## src/logic/rbi_pkg.sv

```systemverilog
// rbi_pkg: register map, field positions and codes for the rate, self-test and identity register group
// assumes a 14-bit word address and 16-bit data on the host register port
package rbi_pkg;
  localparam int          ADDR_W          = 14;
  localparam int          DATA_W          = 16;
  localparam int          NUM_STREAMS     = 32;
  localparam logic [13:0] BP_OUT_RATE_BASE = 14'h012D;
  localparam logic [13:0] BP_OUT_RATE_LAST = 14'h014C;
  localparam logic [13:0] SELFTEST_ADDR   = 14'h014D;
  localparam logic [13:0] IDENT_ADDR      = 14'h3FFF;
  localparam logic [1:0]  RATE_RESET      = 2'h0;
  localparam int          ST_ENABLE_BIT   = 12;
  localparam int          BP_DM_START_BIT = 11;
  localparam int          BP_DM_DONE_BIT  = 10;
  localparam int          BP_DM_PASS_BIT  = 9;
  localparam int          LC_DM_START_BIT = 8;
  localparam int          LC_DM_DONE_BIT  = 7;
  localparam int          LC_DM_PASS_BIT  = 6;
  localparam int          BP_CM_START_BIT = 5;
  localparam int          BP_CM_DONE_BIT  = 4;
  localparam int          BP_CM_PASS_BIT  = 3;
  localparam int          LC_CM_START_BIT = 2;
  localparam int          LC_CM_DONE_BIT  = 1;
  localparam int          LC_CM_PASS_BIT  = 0;
  localparam int          NUM_MEMS        = 4;
  localparam logic [15:0] SELFTEST_RESET  = 16'h0000;
  // rate codes on the per-stream rate outputs
  localparam logic [2:0]  RATE_2M         = 3'h0;
  localparam logic [2:0]  RATE_4M         = 3'h1;
  localparam logic [2:0]  RATE_8M         = 3'h2;
  localparam logic [2:0]  RATE_16M        = 3'h3;
  localparam logic [2:0]  RATE_32M        = 3'h4;
  localparam logic [2:0]  RATE_UNUSED     = 3'h7;
  localparam int          FAST_STREAMS    = 16;
  typedef enum logic [2:0] {
    RBI_ST_IDLE = 3'b001,
    RBI_ST_RUN  = 3'b010,
    RBI_ST_DONE = 3'b100
  } rbi_test_e;
endpackage

```

## src/logic/rbi_regs.sv

```systemverilog
// rbi_regs: host register group holding backplane output rates, memory self-test control and identity
// assumes a synchronous host port on clk_sys: one-cycle strobes, read data one cycle later
`timescale 1ns/100ps
`default_nettype none
// Functional notes
// thirty-two output rate registers each keep a two-bit rate field in bits 1:0, reset to zero.
// without fast mode a rate field of 0,1,2,3 selects 2, 4, 8 or 16 Mbps for its stream.
// fast mode ignores the rate fields, runs streams 0 to 15 at 32 Mbps and leaves 16 to 31 unused.
// software writes zero to the reserved rate bits 15:2 and self-test bits 15:13.
// software first writes only the enable bit, then enable plus the wanted start bits.
// self-test bit 12 selects self-test mode when set and normal operation when clear, reset zero.
// a rising bit 11 starts the backplane data memory test and a rising bit 8 the local one.
// a rising bit 5 starts the backplane connection memory test and a rising bit 2 the local one.
// bits 10 and 7 rise when the backplane and local data memory tests complete.
// bits 4 and 1 rise when the backplane and local connection memory tests complete.
// bits 9 and 6 give pass (one) or fail (zero) of the data memory tests once done.
// bits 3 and 0 give pass or fail of the connection memory tests once done.
// the identity register shows a four-bit revision in bits 7:4 and a three-bit part code in 2:0.
// identity bits 15:8 and bit 3 read as zero.
// start edges written with the enable low launch nothing, and done and pass bits ignore writes.
// writes to the identity register change nothing.
module rbi_regs
  import rbi_pkg::*;
#(
  parameter logic [3:0] SILICON_REVISION_CODE = 4'h5,  // arbitrary value
  parameter logic [2:0] PART_CODE             = 3'h2   // arbitrary value
) (
  input  wire logic                   clk_sys,         // system clock, 100 MHz
  input  wire logic                   resetn,          // async reset, active low
  input  wire logic [ADDR_W-1:0]      host_addr,       // register word address
  input  wire logic                   host_wr,         // write strobe, one cycle
  input  wire logic                   host_rd,         // read strobe, one cycle
  input  wire logic [DATA_W-1:0]      host_wdata,      // write data
  output logic      [DATA_W-1:0]      host_rdata,      // read data, registered
  output logic                        host_rvalid,     // read data valid, pulse
  input  wire logic                   backplane_fast_mode, // 32 Mbps mode from control register
  output logic      [3*NUM_STREAMS-1:0] bp_out_rate_code, // per-stream rate codes, 3 bits each
  output logic                        selftest_enable, // self-test mode
  output logic      [NUM_MEMS-1:0]    memory_selftest_go, // launch pulses: bp dm, lc dm, bp cm, lc cm
  input  wire logic [NUM_MEMS-1:0]    memory_selftest_finish, // engine done pulses
  input  wire logic [NUM_MEMS-1:0]    memory_selftest_ok      // engine pass levels
);
  logic [1:0]        bp_out_rate_field_r [NUM_STREAMS];
  logic [2:0]        rate_code_w [NUM_STREAMS];
  logic [3*NUM_STREAMS-1:0] rate_code_r;
  logic [12:0]       st_ctrl_r;   // bits 12,11,8,5,2 used as written control
  logic [DATA_W-1:0] rdata_r;
  logic              rvalid_r;
  logic [NUM_MEMS-1:0] go_w, done_w, pass_w, start_w;

  wire logic        hit_rate  = (host_addr >= BP_OUT_RATE_BASE) && (host_addr <= BP_OUT_RATE_LAST);
  wire logic [13:0] rate_off  = host_addr - BP_OUT_RATE_BASE;
  wire logic [4:0]  rate_idx  = rate_off[4:0];
  wire logic        hit_st    = (host_addr == SELFTEST_ADDR);
  wire logic        hit_id    = (host_addr == IDENT_ADDR);
  wire logic        st_en     = st_ctrl_r[ST_ENABLE_BIT];
  assign start_w = {st_ctrl_r[BP_DM_START_BIT], st_ctrl_r[LC_DM_START_BIT],
                    st_ctrl_r[BP_CM_START_BIT], st_ctrl_r[LC_CM_START_BIT]};

  genvar g;
  generate
    for (g = 0; g < NUM_STREAMS; g++) begin : g_stream
      always_ff @(posedge clk_sys or negedge resetn) begin
        if (!resetn) begin
          bp_out_rate_field_r[g] <= RATE_RESET;
        end else if (host_wr && hit_rate && rate_idx == 5'(g)) begin
          bp_out_rate_field_r[g] <= host_wdata[1:0];
        end
      end
      rbi_rate_decode #(.STREAM(g)) u_dec (
        .rate_field (bp_out_rate_field_r[g]),
        .fast_mode  (backplane_fast_mode),
        .rate_code  (rate_code_w[g])
      );
      always_ff @(posedge clk_sys or negedge resetn) begin
        if (!resetn) rate_code_r[3*g +: 3] <= RATE_2M;
        else         rate_code_r[3*g +: 3] <= rate_code_w[g];
      end
    end
    for (g = 0; g < NUM_MEMS; g++) begin : g_mem
      rbi_mem_test u_test (
        .clk_sys   (clk_sys),
        .resetn    (resetn),
        .enable    (st_en),
        .start_bit (start_w[g]),
        .eng_done  (memory_selftest_finish[g]),
        .eng_pass  (memory_selftest_ok[g]),
        .eng_go    (go_w[g]),
        .done      (done_w[g]),
        .pass      (pass_w[g])
      );
    end
  endgenerate

  // only writable bits are stored; done and pass come from the sequencers
  wire logic [12:0] st_wmask = 13'h1924;
  always_ff @(posedge clk_sys or negedge resetn) begin
    if (!resetn) st_ctrl_r <= SELFTEST_RESET[12:0];
    else if (host_wr && hit_st) st_ctrl_r <= host_wdata[12:0] & st_wmask;
  end

  wire logic [15:0] st_read = {3'h0, st_en,
                               start_w[3], done_w[3], pass_w[3],
                               start_w[2], done_w[2], pass_w[2],
                               start_w[1], done_w[1], pass_w[1],
                               start_w[0], done_w[0], pass_w[0]};
  wire logic [15:0] id_read = {8'h00, SILICON_REVISION_CODE, 1'b0, PART_CODE};
  wire logic [15:0] rate_read = {14'h0000, bp_out_rate_field_r[rate_idx]};
  wire logic [15:0] rd_mux = hit_rate ? rate_read :
                             hit_st   ? st_read   :
                             hit_id   ? id_read   : 16'h0000;

  always_ff @(posedge clk_sys or negedge resetn) begin
    if (!resetn) begin
      rdata_r  <= 16'h0000;
      rvalid_r <= 1'b0;
    end else begin
      rvalid_r <= host_rd;
      if (host_rd) rdata_r <= rd_mux;
    end
  end

  logic [NUM_MEMS-1:0] go_r;
  logic                en_r;
  always_ff @(posedge clk_sys or negedge resetn) begin
    if (!resetn) begin
      go_r <= 4'h0;
      en_r <= 1'b0;
    end else begin
      go_r <= go_w;
      en_r <= st_en;
    end
  end

  assign host_rdata         = rdata_r;
  assign host_rvalid        = rvalid_r;
  assign bp_out_rate_code   = rate_code_r;
  assign selftest_enable    = en_r;
  assign memory_selftest_go = go_r;

  // checks
  a_rate_fast_hi: assert property (@(posedge clk_sys) disable iff (!resetn)
    backplane_fast_mode |=> bp_out_rate_code[3*NUM_STREAMS-1 -: 3] == RATE_UNUSED)
    else $error("stream 31 not unused in fast mode");
  a_rate_fast_lo: assert property (@(posedge clk_sys) disable iff (!resetn)
    backplane_fast_mode |=> bp_out_rate_code[2:0] == RATE_32M)
    else $error("stream 0 not 32 Mbps in fast mode");
  a_rate_slow_map: assert property (@(posedge clk_sys) disable iff (!resetn)
    !backplane_fast_mode |=> bp_out_rate_code[2:0] == {1'b0, $past(bp_out_rate_field_r[0])})
    else $error("stream 0 rate code mismatch");
  a_rate_write_take: assert property (@(posedge clk_sys) disable iff (!resetn)
    host_wr && host_addr == BP_OUT_RATE_BASE |=> bp_out_rate_field_r[0] == $past(host_wdata[1:0]))
    else $error("rate write not stored");
  a_go_needs_en: assert property (@(posedge clk_sys) disable iff (!resetn)
    $rose(memory_selftest_go[3]) |-> $past(st_en, 2))
    else $error("self-test launched while disabled");
  a_start_edge_go: assert property (@(posedge clk_sys) disable iff (!resetn)
    st_en && $rose(start_w[3]) && $past(st_en) |-> ##2 memory_selftest_go[3])
    else $error("start edge gave no launch");
  a_conn_edge_go: assert property (@(posedge clk_sys) disable iff (!resetn)
    st_en && $rose(start_w[0]) && $past(st_en) |-> ##2 memory_selftest_go[0])
    else $error("conn start edge gave no launch");
  a_done_after_eng: assert property (@(posedge clk_sys) disable iff (!resetn)
    $rose(done_w[2]) |-> $past(memory_selftest_finish[2]))
    else $error("done rose without engine finish");
  a_pass_capture: assert property (@(posedge clk_sys) disable iff (!resetn)
    $rose(done_w[1]) |-> pass_w[1] == $past(memory_selftest_ok[1]))
    else $error("pass not captured from engine");
  a_cdone_src: assert property (@(posedge clk_sys) disable iff (!resetn)
    $rose(done_w[0]) |-> $past(memory_selftest_finish[0]))
    else $error("conn done rose without finish");
  a_id_read_val: assert property (@(posedge clk_sys) disable iff (!resetn)
    host_rd && hit_id |=> host_rvalid && host_rdata == {8'h00, SILICON_REVISION_CODE, 1'b0, PART_CODE})
    else $error("identity read wrong");
  a_en_mode_out: assert property (@(posedge clk_sys) disable iff (!resetn)
    host_wr && hit_st |=> ##1 selftest_enable == $past(host_wdata[ST_ENABLE_BIT], 2))
    else $error("enable output does not follow write");
  c_fast_mode: cover property (@(posedge clk_sys) disable iff (!resetn) $rose(backplane_fast_mode));
  c_test_launch: cover property (@(posedge clk_sys) disable iff (!resetn) $rose(memory_selftest_go[3]));
  c_test_done: cover property (@(posedge clk_sys) disable iff (!resetn) $rose(done_w[3]) && pass_w[3]);
endmodule // rbi_regs
`default_nettype wire

```

## src/logic/rbi_rate_decode.sv

```systemverilog
// rbi_rate_decode: turns one stream's rate field and the backplane fast mode into a rate code
// assumes inputs come from registers in the same clock domain
`timescale 1ns/100ps
`default_nettype none
module rbi_rate_decode
  import rbi_pkg::*;
#(
  parameter int STREAM = 0
) (
  input  wire logic [1:0] rate_field,  // stored rate field
  input  wire logic       fast_mode,   // backplane 32 Mbps mode
  output logic      [2:0] rate_code    // decoded rate
);
  wire logic [2:0] slow_code = {1'b0, rate_field};
  wire logic [2:0] fast_code = (STREAM < FAST_STREAMS) ? RATE_32M : RATE_UNUSED;
  assign rate_code = fast_mode ? fast_code : slow_code;
endmodule // rbi_rate_decode
`default_nettype wire

```

## src/logic/rbi_mem_test.sv

```systemverilog
// rbi_mem_test: sequencer for one memory self-test: start edge, run, done and pass capture
// assumes the memory test engine outside answers with a done pulse and a pass level
`timescale 1ns/100ps
`default_nettype none
module rbi_mem_test
  import rbi_pkg::*;
(
  input  wire logic clk_sys,     // system clock
  input  wire logic resetn,      // async reset, active low
  input  wire logic enable,      // self-test mode
  input  wire logic start_bit,   // stored start bit
  input  wire logic eng_done,    // engine finished, pulse
  input  wire logic eng_pass,    // engine result
  output logic      eng_go,      // launch pulse to engine
  output logic      done,        // completion flag
  output logic      pass         // result flag
);
  rbi_test_e  state_r, state_nxt;
  logic       start_prev_r;
  logic       go_r, done_r, pass_r;
  wire logic  rise = start_bit & ~start_prev_r & enable;
  always_comb begin
    state_nxt = state_r;
    unique case (state_r)
      RBI_ST_IDLE: if (rise) state_nxt = RBI_ST_RUN;
      RBI_ST_RUN:  if (!enable) state_nxt = RBI_ST_IDLE;
                   else if (eng_done) state_nxt = RBI_ST_DONE;
      RBI_ST_DONE: if (rise) state_nxt = RBI_ST_RUN;
                   else if (!enable) state_nxt = RBI_ST_IDLE;
      default:     state_nxt = RBI_ST_IDLE;
    endcase
  end
  always_ff @(posedge clk_sys or negedge resetn) begin
    if (!resetn) begin
      state_r      <= RBI_ST_IDLE;
      start_prev_r <= 1'b0;
      go_r         <= 1'b0;
      done_r       <= 1'b0;
      pass_r       <= 1'b0;
    end else begin
      state_r      <= state_nxt;
      start_prev_r <= start_bit;
      go_r         <= rise;
      done_r       <= (state_nxt == RBI_ST_DONE);
      pass_r       <= (state_r == RBI_ST_RUN && eng_done) ? eng_pass
                      : (rise ? 1'b0 : pass_r);
    end
  end
  assign eng_go = go_r;
  assign done   = done_r;
  assign pass   = pass_r;
endmodule // rbi_mem_test
`default_nettype wire

```

## config.mk

```make
export PLATFORM = sky130hd
export DESIGN_NAME = rbi_regs
export DESIGN_NICKNAME = d
export VERILOG_FILES = /design/src/logic/rbi_pkg.sv /design/src/logic/rbi_regs.sv /design/src/logic/rbi_rate_decode.sv /design/src/logic/rbi_mem_test.sv
export SDC_FILE = /design/constraint.sdc
export NUM_CORES = 1
export LEC_CHECK = 0
export BUFFER_PORTS_ARGS = -buffer_cell sky130_fd_sc_hd__buf_2
export CORE_ASPECT_RATIO = 1.25
export CORE_MARGIN = 2
export CORE_UTILIZATION = 60
export CTS_BUF_LIST = sky130_fd_sc_hd__clkbuf_4 sky130_fd_sc_hd__clkbuf_8
export CTS_CLUSTER_SIZE = 8
export DETAILED_ROUTE_END_ITERATION = 8
export PLACE_DENSITY = 0.86
export SLEW_MARGIN = 20
export SYNTH_ARGS = -nofsm -noshare
export SYNTH_HDL_FRONTEND = slang
export SYNTH_SLANG_ARGS = --single-unit
```

## constraint.sdc

```tcl
create_clock -name clk_sys -period 5.6 [get_ports clk_sys]
set_input_delay 0.56 -clock clk_sys [delete_from_list [all_inputs] [get_ports clk_sys]]
set_output_delay 0.56 -clock clk_sys [all_outputs]
set_load 0.005 [all_outputs]
```

# Word-level counts from Yosys, hierarchy flattened
# Cells that the tools add are included.
# totals
regBits	215
input_bits	43
out_inout_bits	118
word_cells	269
# classes
n_addsub	1
n_lt_le_gt_ge	3
n_eq_ne	49
n_mux	70
n_bitwise	13
reduce_logical	44
# op_table
op	n
2-to-1 mux 3 bit	52
equality test 5 bit (second input constant)	16
equality test 5 x 4 -> 1 bit (second input constant)	8
logical AND 1 bit	39
case mux 3 bit (3 select lines)	4
2-to-1 mux 16 bit	2
equality test 3 bit (second input constant)	8
equality test 5 x 3 -> 1 bit (second input constant)	4
equality test 14 bit (second input constant)	1
equality test 14 x 9 -> 1 bit (second input constant)	1
greater-or-equal comparator 14 x 9 -> 1 bit (second input constant)	1
<= comparator 14 x 9 -> 1 bit (second input constant)	1
equality test 3 x 1 -> 1 bit (second input constant)	4
equality test 3 x 2 -> 1 bit (second input constant)	4
binary-select mux 2 bit (select 5 bit)	1
equality test 5 x 2 -> 1 bit (second input constant)	2
AND 1 bit	8
2-to-1 mux 1 bit	8
nonzero test 2 bit	4
2-to-1 mux 7 bit	1
greater-or-equal comparator 6 bit (second input constant)	1
NOT 5 -> 6 bit	1
equality test 5 x 1 -> 1 bit (second input constant)	1
zero test 5 bit	1
other kinds (3)	7

# Longest topological paths before layout
# Gate-level depths: netlist of the first run.
# logic_depth
depth_word	6
mapped_depth	12
ltp_nobuf	8

# Cells and area by module
# Synthesis of the first run repeated with hierarchy kept, for this count alone.
# unflattened
hier_cells	614
hier_area_um2	8465.6
# modules_own_cells
module	n_inst	cells_each	area_per_inst_um2	seq_area_each_um2
rbi_regs	1	418	6658.9	4604.4
rbi_mem_test	4	25	291.5	176.4
rbi_rate_decode	32	3	20.0	0.0

# Least setup slack after synthesis of the first run
# No wires, ideal clock.
# synth_path
path_type	input to register
from	in host_addr[0]
to	reg bp_out_rate_field_r[40] in the netlist's numbering
arrival_time_ns	2.942
setup_slack_ns	2.533
path_stages	11
n_path_buf	4
path_cell_list	buf_2 buf_4 inv_1 ha_1 clkbuf_1 nor2_1 xor2_1 nand3_4 buf_4 nor3_2 mux2_2
# synth_between
elab_chain_len	4
word_cells_on_any_way	7
# synth_lines
item	line_no	text
start, declared	rbi_regs.sv:30	input wire logic [ADDR_W-1:0] host_addr,
greater-or-equal comparator 14 x 9 -> 1 bit or <= comparator 14 x 9 -> 1 bit (tied branches)	rbi_regs.sv:51	wire logic hit_rate = (host_addr >= BP_OUT_RATE_BASE) && (host_addr <= BP_OUT_RATE_LAST);
logical AND 1 bit	rbi_regs.sv:51	
logical AND 1 bit	rbi_regs.sv:66	end else if (host_wr && hit_rate && rate_idx == 5'(g)) begin
logical AND 1 bit *	rbi_regs.sv:66	
end signal, assigned by index	rbi_regs.sv:67	bp_out_rate_field_r[g] <= host_wdata[1:0];
end, declared	rbi_regs.sv:43	logic [1:0] bp_out_rate_field_r [NUM_STREAMS];
# Every way passes the cells marked *; elsewhere a longest branch is shown, timed or not.
# A chain may end at the register's enable or synchronous reset.

# Worst setup path after layout of the first run
# layout_path
from	in host_addr[0]
to	reg rdata_r[1], in the netlist host_rdata[1]
# layout_between
elab_chain_len	6
word_cells_on_any_way	13
# layout_lines
item	line_no	text
subtractor 5 x 4 -> 5 bit	rbi_regs.sv:52	wire logic [13:0] rate_off = host_addr - BP_OUT_RATE_BASE;
NOT 5 -> 6 bit (implied by the code)	rbi_regs.sv:108	wire logic [15:0] rate_read = {14'h0000, bp_out_rate_field_r[rate_idx]};
binary-select mux 2 bit (select 5 bit)	rbi_regs.sv:108	
2-to-1 mux 2 bit (implied by the code) (2 in a row)	rbi_regs.sv:108	
2-to-1 mux 16 bit *	rbi_regs.sv:109	wire logic [15:0] rd_mux = hit_rate ? rate_read :
end signal, assigned	rbi_regs.sv:119	if (host_rd) rdata_r <= rd_mux;
end, declared	rbi_regs.sv:47	logic [DATA_W-1:0] rdata_r;
# Every way passes the cells marked *; elsewhere a longest branch is shown, timed or not. The select of a mux whose other input is x is not followed.

==> run metrics, run 1 <==
Comb power frac=6.8%; vias after detailed routing=5208; crit-path leading delay family=adder cells; reg2reg start=bp_out_rate_field_r[7]; commonest non-fill, non-tap cell in the layout=dfrtp_1; antenna violation net count after detailed routing=0; Routed WL=16.6 mm; worst-skew pair later-pin latency=460 ps; CP Launch Point=host_addr[0]; setup violators final=0; Ports=161; Post-synth top flop=dfrtp_1; Post-CTS Setup Bufs=0; Longest Clk Path Bufs=2; initial DRC count=349; Max rail drop VDD=150 uV; P&R area growth vs syn=12.6%; Fin Setup TNS=0 ps; RSZ-0062 raised after global routing=false; Flop pwr share=56.3%; Post-DP HPWL=11.5 mm; WHS=261 ps; clock sink count=181; Slew Limit Fails=0; final net count=767; Via density=5.77; Core Area=13100 um2; Avg Synthesized Cell Area=13.1 um2; CTS root buf=clkbuf_8; # Max-Cap Violations=0; CP required=5950 ps; Psw=563 uW; Starting Density=60.9%; die width=107 um; Max Fanout on Critical Path=26; fmax=279 MHz; GPL Wtd Cong=0.818; drt drc=0; clock share of power=36.9%; CP Launch Type=input port; CP bufs+invs=2; max incr delay on CP=1010 ps; Overall Global Routing Usage=24.4%; Hold Buf Count CTS=0; Sw Ratio=24.0%; layout cells sized above 1=44.0%; number of synthesized flops with an enable pin=0; Row Count=47; P per Cell Area=262 nW/um2; worst hold path class=input port to asynchronous set/reset pin; clock period minus worst slack=3580 ps; CP Class=input port to register; most frequent cells in the layout=177 x dfrtp_1, 147 x buf_2, 57 x mux2_2, 39 x nor2b_1, 32 x or2_2; final worst-path cycle share=64.0%; crit path cell chain=buf_2 -> inv_1 -> ha_1 -> mux2_2 -> nand2_1 -> o311a_1 -> a21oi_1 -> or4b_1 -> a41o_1; post-synthesis sequential area ratio=56.8%; synth warn=0; Port Buf Inserts=148; Syn Inst Count=609; outcome=completed; CP Capture Type=register; largest net degree at the start of global routing=129; Final Hold Fails=0; leak pwr=0.00448 uW; post-synthesis cell type count=58; WL/cell=18.4 um; die height=133 um; initial antenna violation count=2; Post-Syn Area=7980 um2; number of global-route vias before repair=5292; CTS tree=built; first-pass GRT wire length=26.8 mm; cts bufs inserted=17; post-synthesis register bit count=181; crit path max-delay cell type=ha_1; Die ar.=14200 um2; grt ovf=0; Post-Route Skew=8.35 ps; Slew @ Worst Pin=972 ps; CP Data Arrival Time=3930 ps; Pint=1790 uW; ys async rst share=100%; drt first pass iters=5; Clk pin slew, worst setup/hold paths=80 ps; worst relative slew slack=35.2%; H-tree levels=4; post-CTS resize count=0
[logic make-up (layout without fill, tap and decap cells)]
logic type,after synthesis,in the layout,share of synthesized area [%]
fa+ha+maj,6,6,0.940
simple gates,186,186,15.5
xor+xnor,8,8,0.878
buf+inv,76,195,5.39
flops,181,181,56.8
mux,89,89,14.6
other cells,1,5,0.0470
compound gates,62,62,5.86
[worst register-to-register path, cell delays in order (launching register included)]
cell,delay [ps]
dfrtp_1,410
mux4_2,480
nor2b_1,140
a21oi_1,130
or4b_1,470
a41o_1,240
[layer usage]
metal | vias up | global-route usage (%) | part of all wire [%]
met5 | - | 0 | 0
met4 | 0 | 10.2 | 3.6
met3 | 57 | 5.86 | 6.8
met2 | 227 | 40.8 | 51
met1 | 2606 | 30.4 | 38
li1 | 2318 | - | -
[registers in the layout (all words and copies together) (netlist names)]
name	flops
g_mem.u_test.state_r	12
host_rvalid	1
bp_out_rate_code	65
selftest_enable	1
bp_out_rate_field_r	64
g_mem.u_test.eng_go	4
g_mem.u_test.pass	4
g_mem.u_test.done	4
st_ctrl_r	5
memory_selftest_go	4
host_rdata	13
g_mem.u_test.start_prev_r	4
[stage by stage]
step	total power [uW]	setup slack, ps	util (%)	instances	instance area, um2
2_1_floorplan	1440	2530	-	611	7990
3_3_place_gp	1500	1640	65.5	870	8590
3_5_place_dp	1510	1590	65.5	870	8590
4_1_cts	2360	2080	68.5	901	8980
5_1_grt	2440	1840	68.5	903	8990
6_report	2350	2020	68.5	903	8990
[cell usage after synthesis, types with 2 or more instances]
cell type / number / area share (%)
nor3_1: 7 / 0.44
buf_4: 37 / 3.5
nand2_1: 14 / 0.66
nor2b_1: 39 / 3.1
a21o_1: 2 / 0.19
mux2i_1: 4 / 0.50
or3_1: 8 / 0.63
mux4_2: 14 / 3.9
dfstp_2: 4 / 1.3
a221o_1: 2 / 0.25
or3b_2: 3 / 0.33
o21ai_0: 4 / 0.25
mux2_1: 12 / 1.7
mux2_2: 57 / 8.0
nor4b_1: 5 / 0.55
buf_2: 5 / 0.31
a22o_1: 10 / 1.1
nand3b_1: 11 / 1.0
xnor2_1: 7 / 0.77
nand3_1: 8 / 0.50
o31ai_1: 4 / 0.38
o211ai_1: 8 / 0.75
or2_2: 32 / 2.5
nand2b_1: 7 / 0.55
clkbuf_1: 18 / 0.85
and2_1: 4 / 0.31
a21oi_1: 17 / 1.1
a41o_1: 2 / 0.25
a22oi_1: 2 / 0.19
nand4_1: 2 / 0.16
ha_1: 6 / 0.94
dfrtp_1: 177 / 55
o32ai_1: 3 / 0.33
inv_1: 14 / 0.66
buf_1: 2 / 0.094
nor3_2: 20 / 2.5
mux2_4: 2 / 0.38
nor2_1: 16 / 0.75
[power groups by stage]
stage,clock (uW),sequential [uW],combinational [uW]
2_1_floorplan,0,1350,90.4
3_3_place_gp,0,1350,155
3_5_place_dp,0,1350,159
4_1_cts,879,1320,160
5_1_grt,940,1330,176
6_report,868,1320,160
[final timing paths]
kind	endpoint	slack, ps	depth (start not counted)
setup / recovery	host_rdata[1]	2020	9
hold / removal	bp_out_rate_code[4]	260	1
setup reg to reg	host_rdata[1]	3620	5
hold reg to reg	memory_selftest_go[1]	360	0
max in group asynchronous	bp_out_rate_code[40]	4130	2
min in group clk_sys	host_rvalid	300	1
[layout make-up]
| cell class | count | area (um2) |
|---|---|---|
| timing repair buffer | 150 | 764 |
| inverter | 14 | 52.6 |
| antenna | 2 | 5.00 |
| sequential | 181 | 4530 |
| tap | 171 | 214 |
| clock inverter | 12 | 129 |
| clock buffer | 19 | 262 |
| multi-input combinational | 354 | 3030 |
| fill | 954 | 4130 |
(Power assumes the default switching activity.)
==> run 2: changes to the inputs <==
Settings changed: ABC_AREA set to 1, CORE_UTILIZATION 60 to 52, PLACE_DENSITY 0.86 to 0.79.
Clock period 5.6 ns to 3.09 ns, I/O delays scaled along.
==> run metrics, run 2 <==
layout cells sized above 1=20.7% (was 44.0%); Hold Crit Depth=2; final net count=1134 (was 767); most frequent cells in the layout=336 x nand2_1, 177 x dfrtp_1, 147 x buf_2, 129 x nand3_1, 97 x inv_1 (was 177 x dfrtp_1, 147 x buf_2, 57 x mux2_2, 39 x nor2b_1, 32 x or2_2); die width=116 um (was 107 um); Yosys top cell area share=54.8% (was 55.5%); Final Hold Fails=0 (unchanged); Hold Buf Count CTS=2 (was 0); Post-DP HPWL=12.7 mm (was 11.5 mm); # Max-Cap Violations=0 (unchanged); Post-synth top cells=336 x nand2_1, 177 x dfrtp_1, 129 x nand3_1 (was 177 x dfrtp_1, 57 x mux2_2, 39 x nor2b_1); H-tree levels=4 (unchanged); max reg flops=65 (unchanged); Starting Density=53.6% (was 60.9%); die height=143 um (was 133 um); leak pwr=0.00506 uW (was 0.00448 uW); Max Fanout on Critical Path=17 (was 26); initial DRC count=414 (was 349); ys async rst share=100% (unchanged); top-count cell post-synth=nand2_1 (was dfrtp_1); first-pass GRT wire length=29.4 mm (was 26.8 mm); setup violators final=0 (unchanged); Fill cells=1382 (was 954); area leader, netlist=dfrtp_1 (unchanged); Max rail drop VDD=321 uV (was 150 uV); Core Area=15100 um2 (was 13100 um2); Syn Inst Count=972 (was 609); antenna violation net count after detailed routing=0 (unchanged); vias after detailed routing=6436 (was 5208); post-synthesis sequential area ratio=56.1% (was 56.8%); Post-Route Skew=16.2 ps (was 8.35 ps); Worst Reg-to-Reg Cells=7 (was 5); CTS tree=built (unchanged); final worst-path cycle share=71.5%; Crit Reg-Reg Endpoint=g_mem[1].u_test.state_r[0] (was host_rdata[1]); cts bufs inserted=17 (unchanged); CTS root buf=clkbuf_8 (unchanged); outcome=completed (unchanged); Row Count=50 (was 47); worst-skew pair later-pin latency=470 ps (was 460 ps); number of synthesized flops with an enable pin=0 (unchanged); reg-to-reg slack, setup=1060 ps (was 3620 ps); CP Class=input port to register (unchanged); Post-Syn Area=8090 um2 (was 7980 um2); synth warn=0 (unchanged); Slew @ Worst Pin=762 ps (was 972 ps); worst relative slew slack=49.2% (was 35.2%); WL/cell=13.9 um (was 18.4 um); commonest non-fill, non-tap cell in the layout=nand2_1 (was dfrtp_1); Post-CTS Setup Bufs=0 (unchanged); Clk pin slew, worst setup/hold paths=80 ps (about the same); initial antenna violation count=0 (was 2); CP required=3450 ps (was 5950 ps); Longest Clk Path Bufs=2 (unchanged); Overall Global Routing Usage=23.1% (was 24.4%); clock period minus worst slack=2210 ps; P per Cell Area=504 nW/um2 (was 262 nW/um2); Port Buf Inserts=148 (unchanged); Avg Synthesized Cell Area=8.32 um2 (was 13.1 um2); GPL Wtd Cong=0.889 (was 0.818); ant diodes=0 (was 2); post-CTS resize count=0 (unchanged); CP Data Arrival Time=2570 ps (was 3930 ps); fmax=453 MHz; P&R area growth vs syn=13.9% (was 12.6%); worst hold path class=input port to register (was input port to asynchronous set/reset pin); Slew Limit Fails=0 (unchanged); reg2reg start=st_ctrl_r[12] (was bp_out_rate_field_r[7]); Routed WL=18.2 mm (was 16.6 mm); Die ar.=16600 um2 (was 14200 um2); Post-synth top flop=dfrtp_1 (unchanged); clock sink count=181 (unchanged); largest net degree at the start of global routing=86 (was 129); CP Capture Type=register (unchanged); top post-synthesis cells by area=dfrtp_1 55%, nand2_1 16%, nand3_1 8.0% (was dfrtp_1 55%, mux2_2 8.0%, mux4_2 3.9%); Ports=161 (unchanged); number of global-route vias before repair=6113 (was 5292); total power=4640 uW (was 2350 uW); drt drc=0 (unchanged); hold path endpoint=g_mem[3].u_test.state_r[1]; Via density=4.94 (was 5.77); post-synthesis cell type count=30 (was 58); CP Launch Type=input port (unchanged); RSZ-0062 raised after global routing=false (unchanged); grt ovf=0 (unchanged); post-synthesis register bit count=181 (unchanged); drt first pass iters=5 (unchanged); Fin Setup TNS=0 ps (unchanged); HP Start=memory_selftest_finish[3]
==> run 2: cell types whose count changed after synthesis, sizes merged, moves of 9 or more <==
cell / previous run / this run
nor3: 27 / 13
inv: 14 / 101
mux4: 14 / 0
nand3b: 12 / 0
mux2: 71 / 0
nand2: 14 / 341
or2: 32 / 12
nor2b: 39 / 0
a22o: 10 / 0
nand3: 9 / 130
nor2: 16 / 73
or3: 9 / 0
==> run 2: metal layers <==
layer	track usage (%)	wire length (um)
met5	0	0
met3	5.99	1310
met1	27.9	7190
met4	8.37	401
met2	39.9	9270
==> run 2: stage by stage <==
step | cell area [um2] | setup WS [ps] | hold slack (ps) | std cells | utilization (%)
after CTS | 9210 | 968 | 36.5 | 1304 | 61.1
after global routing | 9210 | 735 | 43.0 | 1304 | 61.1
final | 9210 | 881 | 63.2 | 1304 | 61.1
after detailed placement | 8740 | 469 | 335 | 1272 | 58.0
after global placement | 8740 | 567 | 335 | 1272 | 58.0
after floorplan | 8090 | 1080 | 13.4 | 974 | -
==> run 2: worst max path at each step <==
stage | start | endpoint | slack, ps | depth (start not counted)
floorplan | host_addr[0] | host_rdata[0] | 1080 | 14
global placement | host_addr[0] | bp_out_rate_field_r[28] | 570 | 14
detailed placement | host_addr[0] | bp_out_rate_field_r[24] | 470 | 11
CTS | host_addr[0] | bp_out_rate_field_r[24] | 970 | 11
global route | host_addr[0] | bp_out_rate_field_r[24] | 730 | 11
finish | host_addr[0] | bp_out_rate_field_r[24] | 880 | 11
==> run 2: cell type report <==
class                           instances  area [um2]  share of cell area, %
Sequential cell                       181        4530                   49.2
Multi-Input combinational cell        621        2730                   29.7
Timing Repair Buffer                  161         850                   9.23
Inverter                              103         387                   4.20
Tap cell                              208         260                   2.83
Clock buffer                           18         241                   2.62
Clock inverter                         12         203                   2.20
==> run 2: cells by family (layout without fill, tap and decap cells) <==
family / after synthesis / in the layout / share of synthesized area (%)
AND/OR/NAND/NOR: 573 / 573 / 29.9
flip-flops: 181 / 181 / 56.1
buffers and inverters: 172 / 294 / 10.2
AO/OA/AOI/OAI: 37 / 37 / 2.57
adder cells (fa/ha/maj): 6 / 6 / 0.928
XOR/XNOR: 2 / 2 / 0.310
other: 1 / 3 / 0.0464
==> run 2: critical path, stage by stage <==
cell	delay [ps]
buf_2	330
inv_2	240
ha_1	300
xnor2_1	140
buf_4	190
clkinv_1	220
nand2_1	150
nor2_1	370
nand2_1	150
nand2_1	100
nand2_1	50
==> run 2: where the power goes <==
| part | total (uW) | internal (uW) | switching [uW] |
|---|---|---|---|
| Sequential | 2440 | 2420 | 23.6 |
| Clock | 1790 | 964 | 823 |
| Combinational | 412 | 132 | 280 |
| Total | 4640 | 3510 | 1130 |
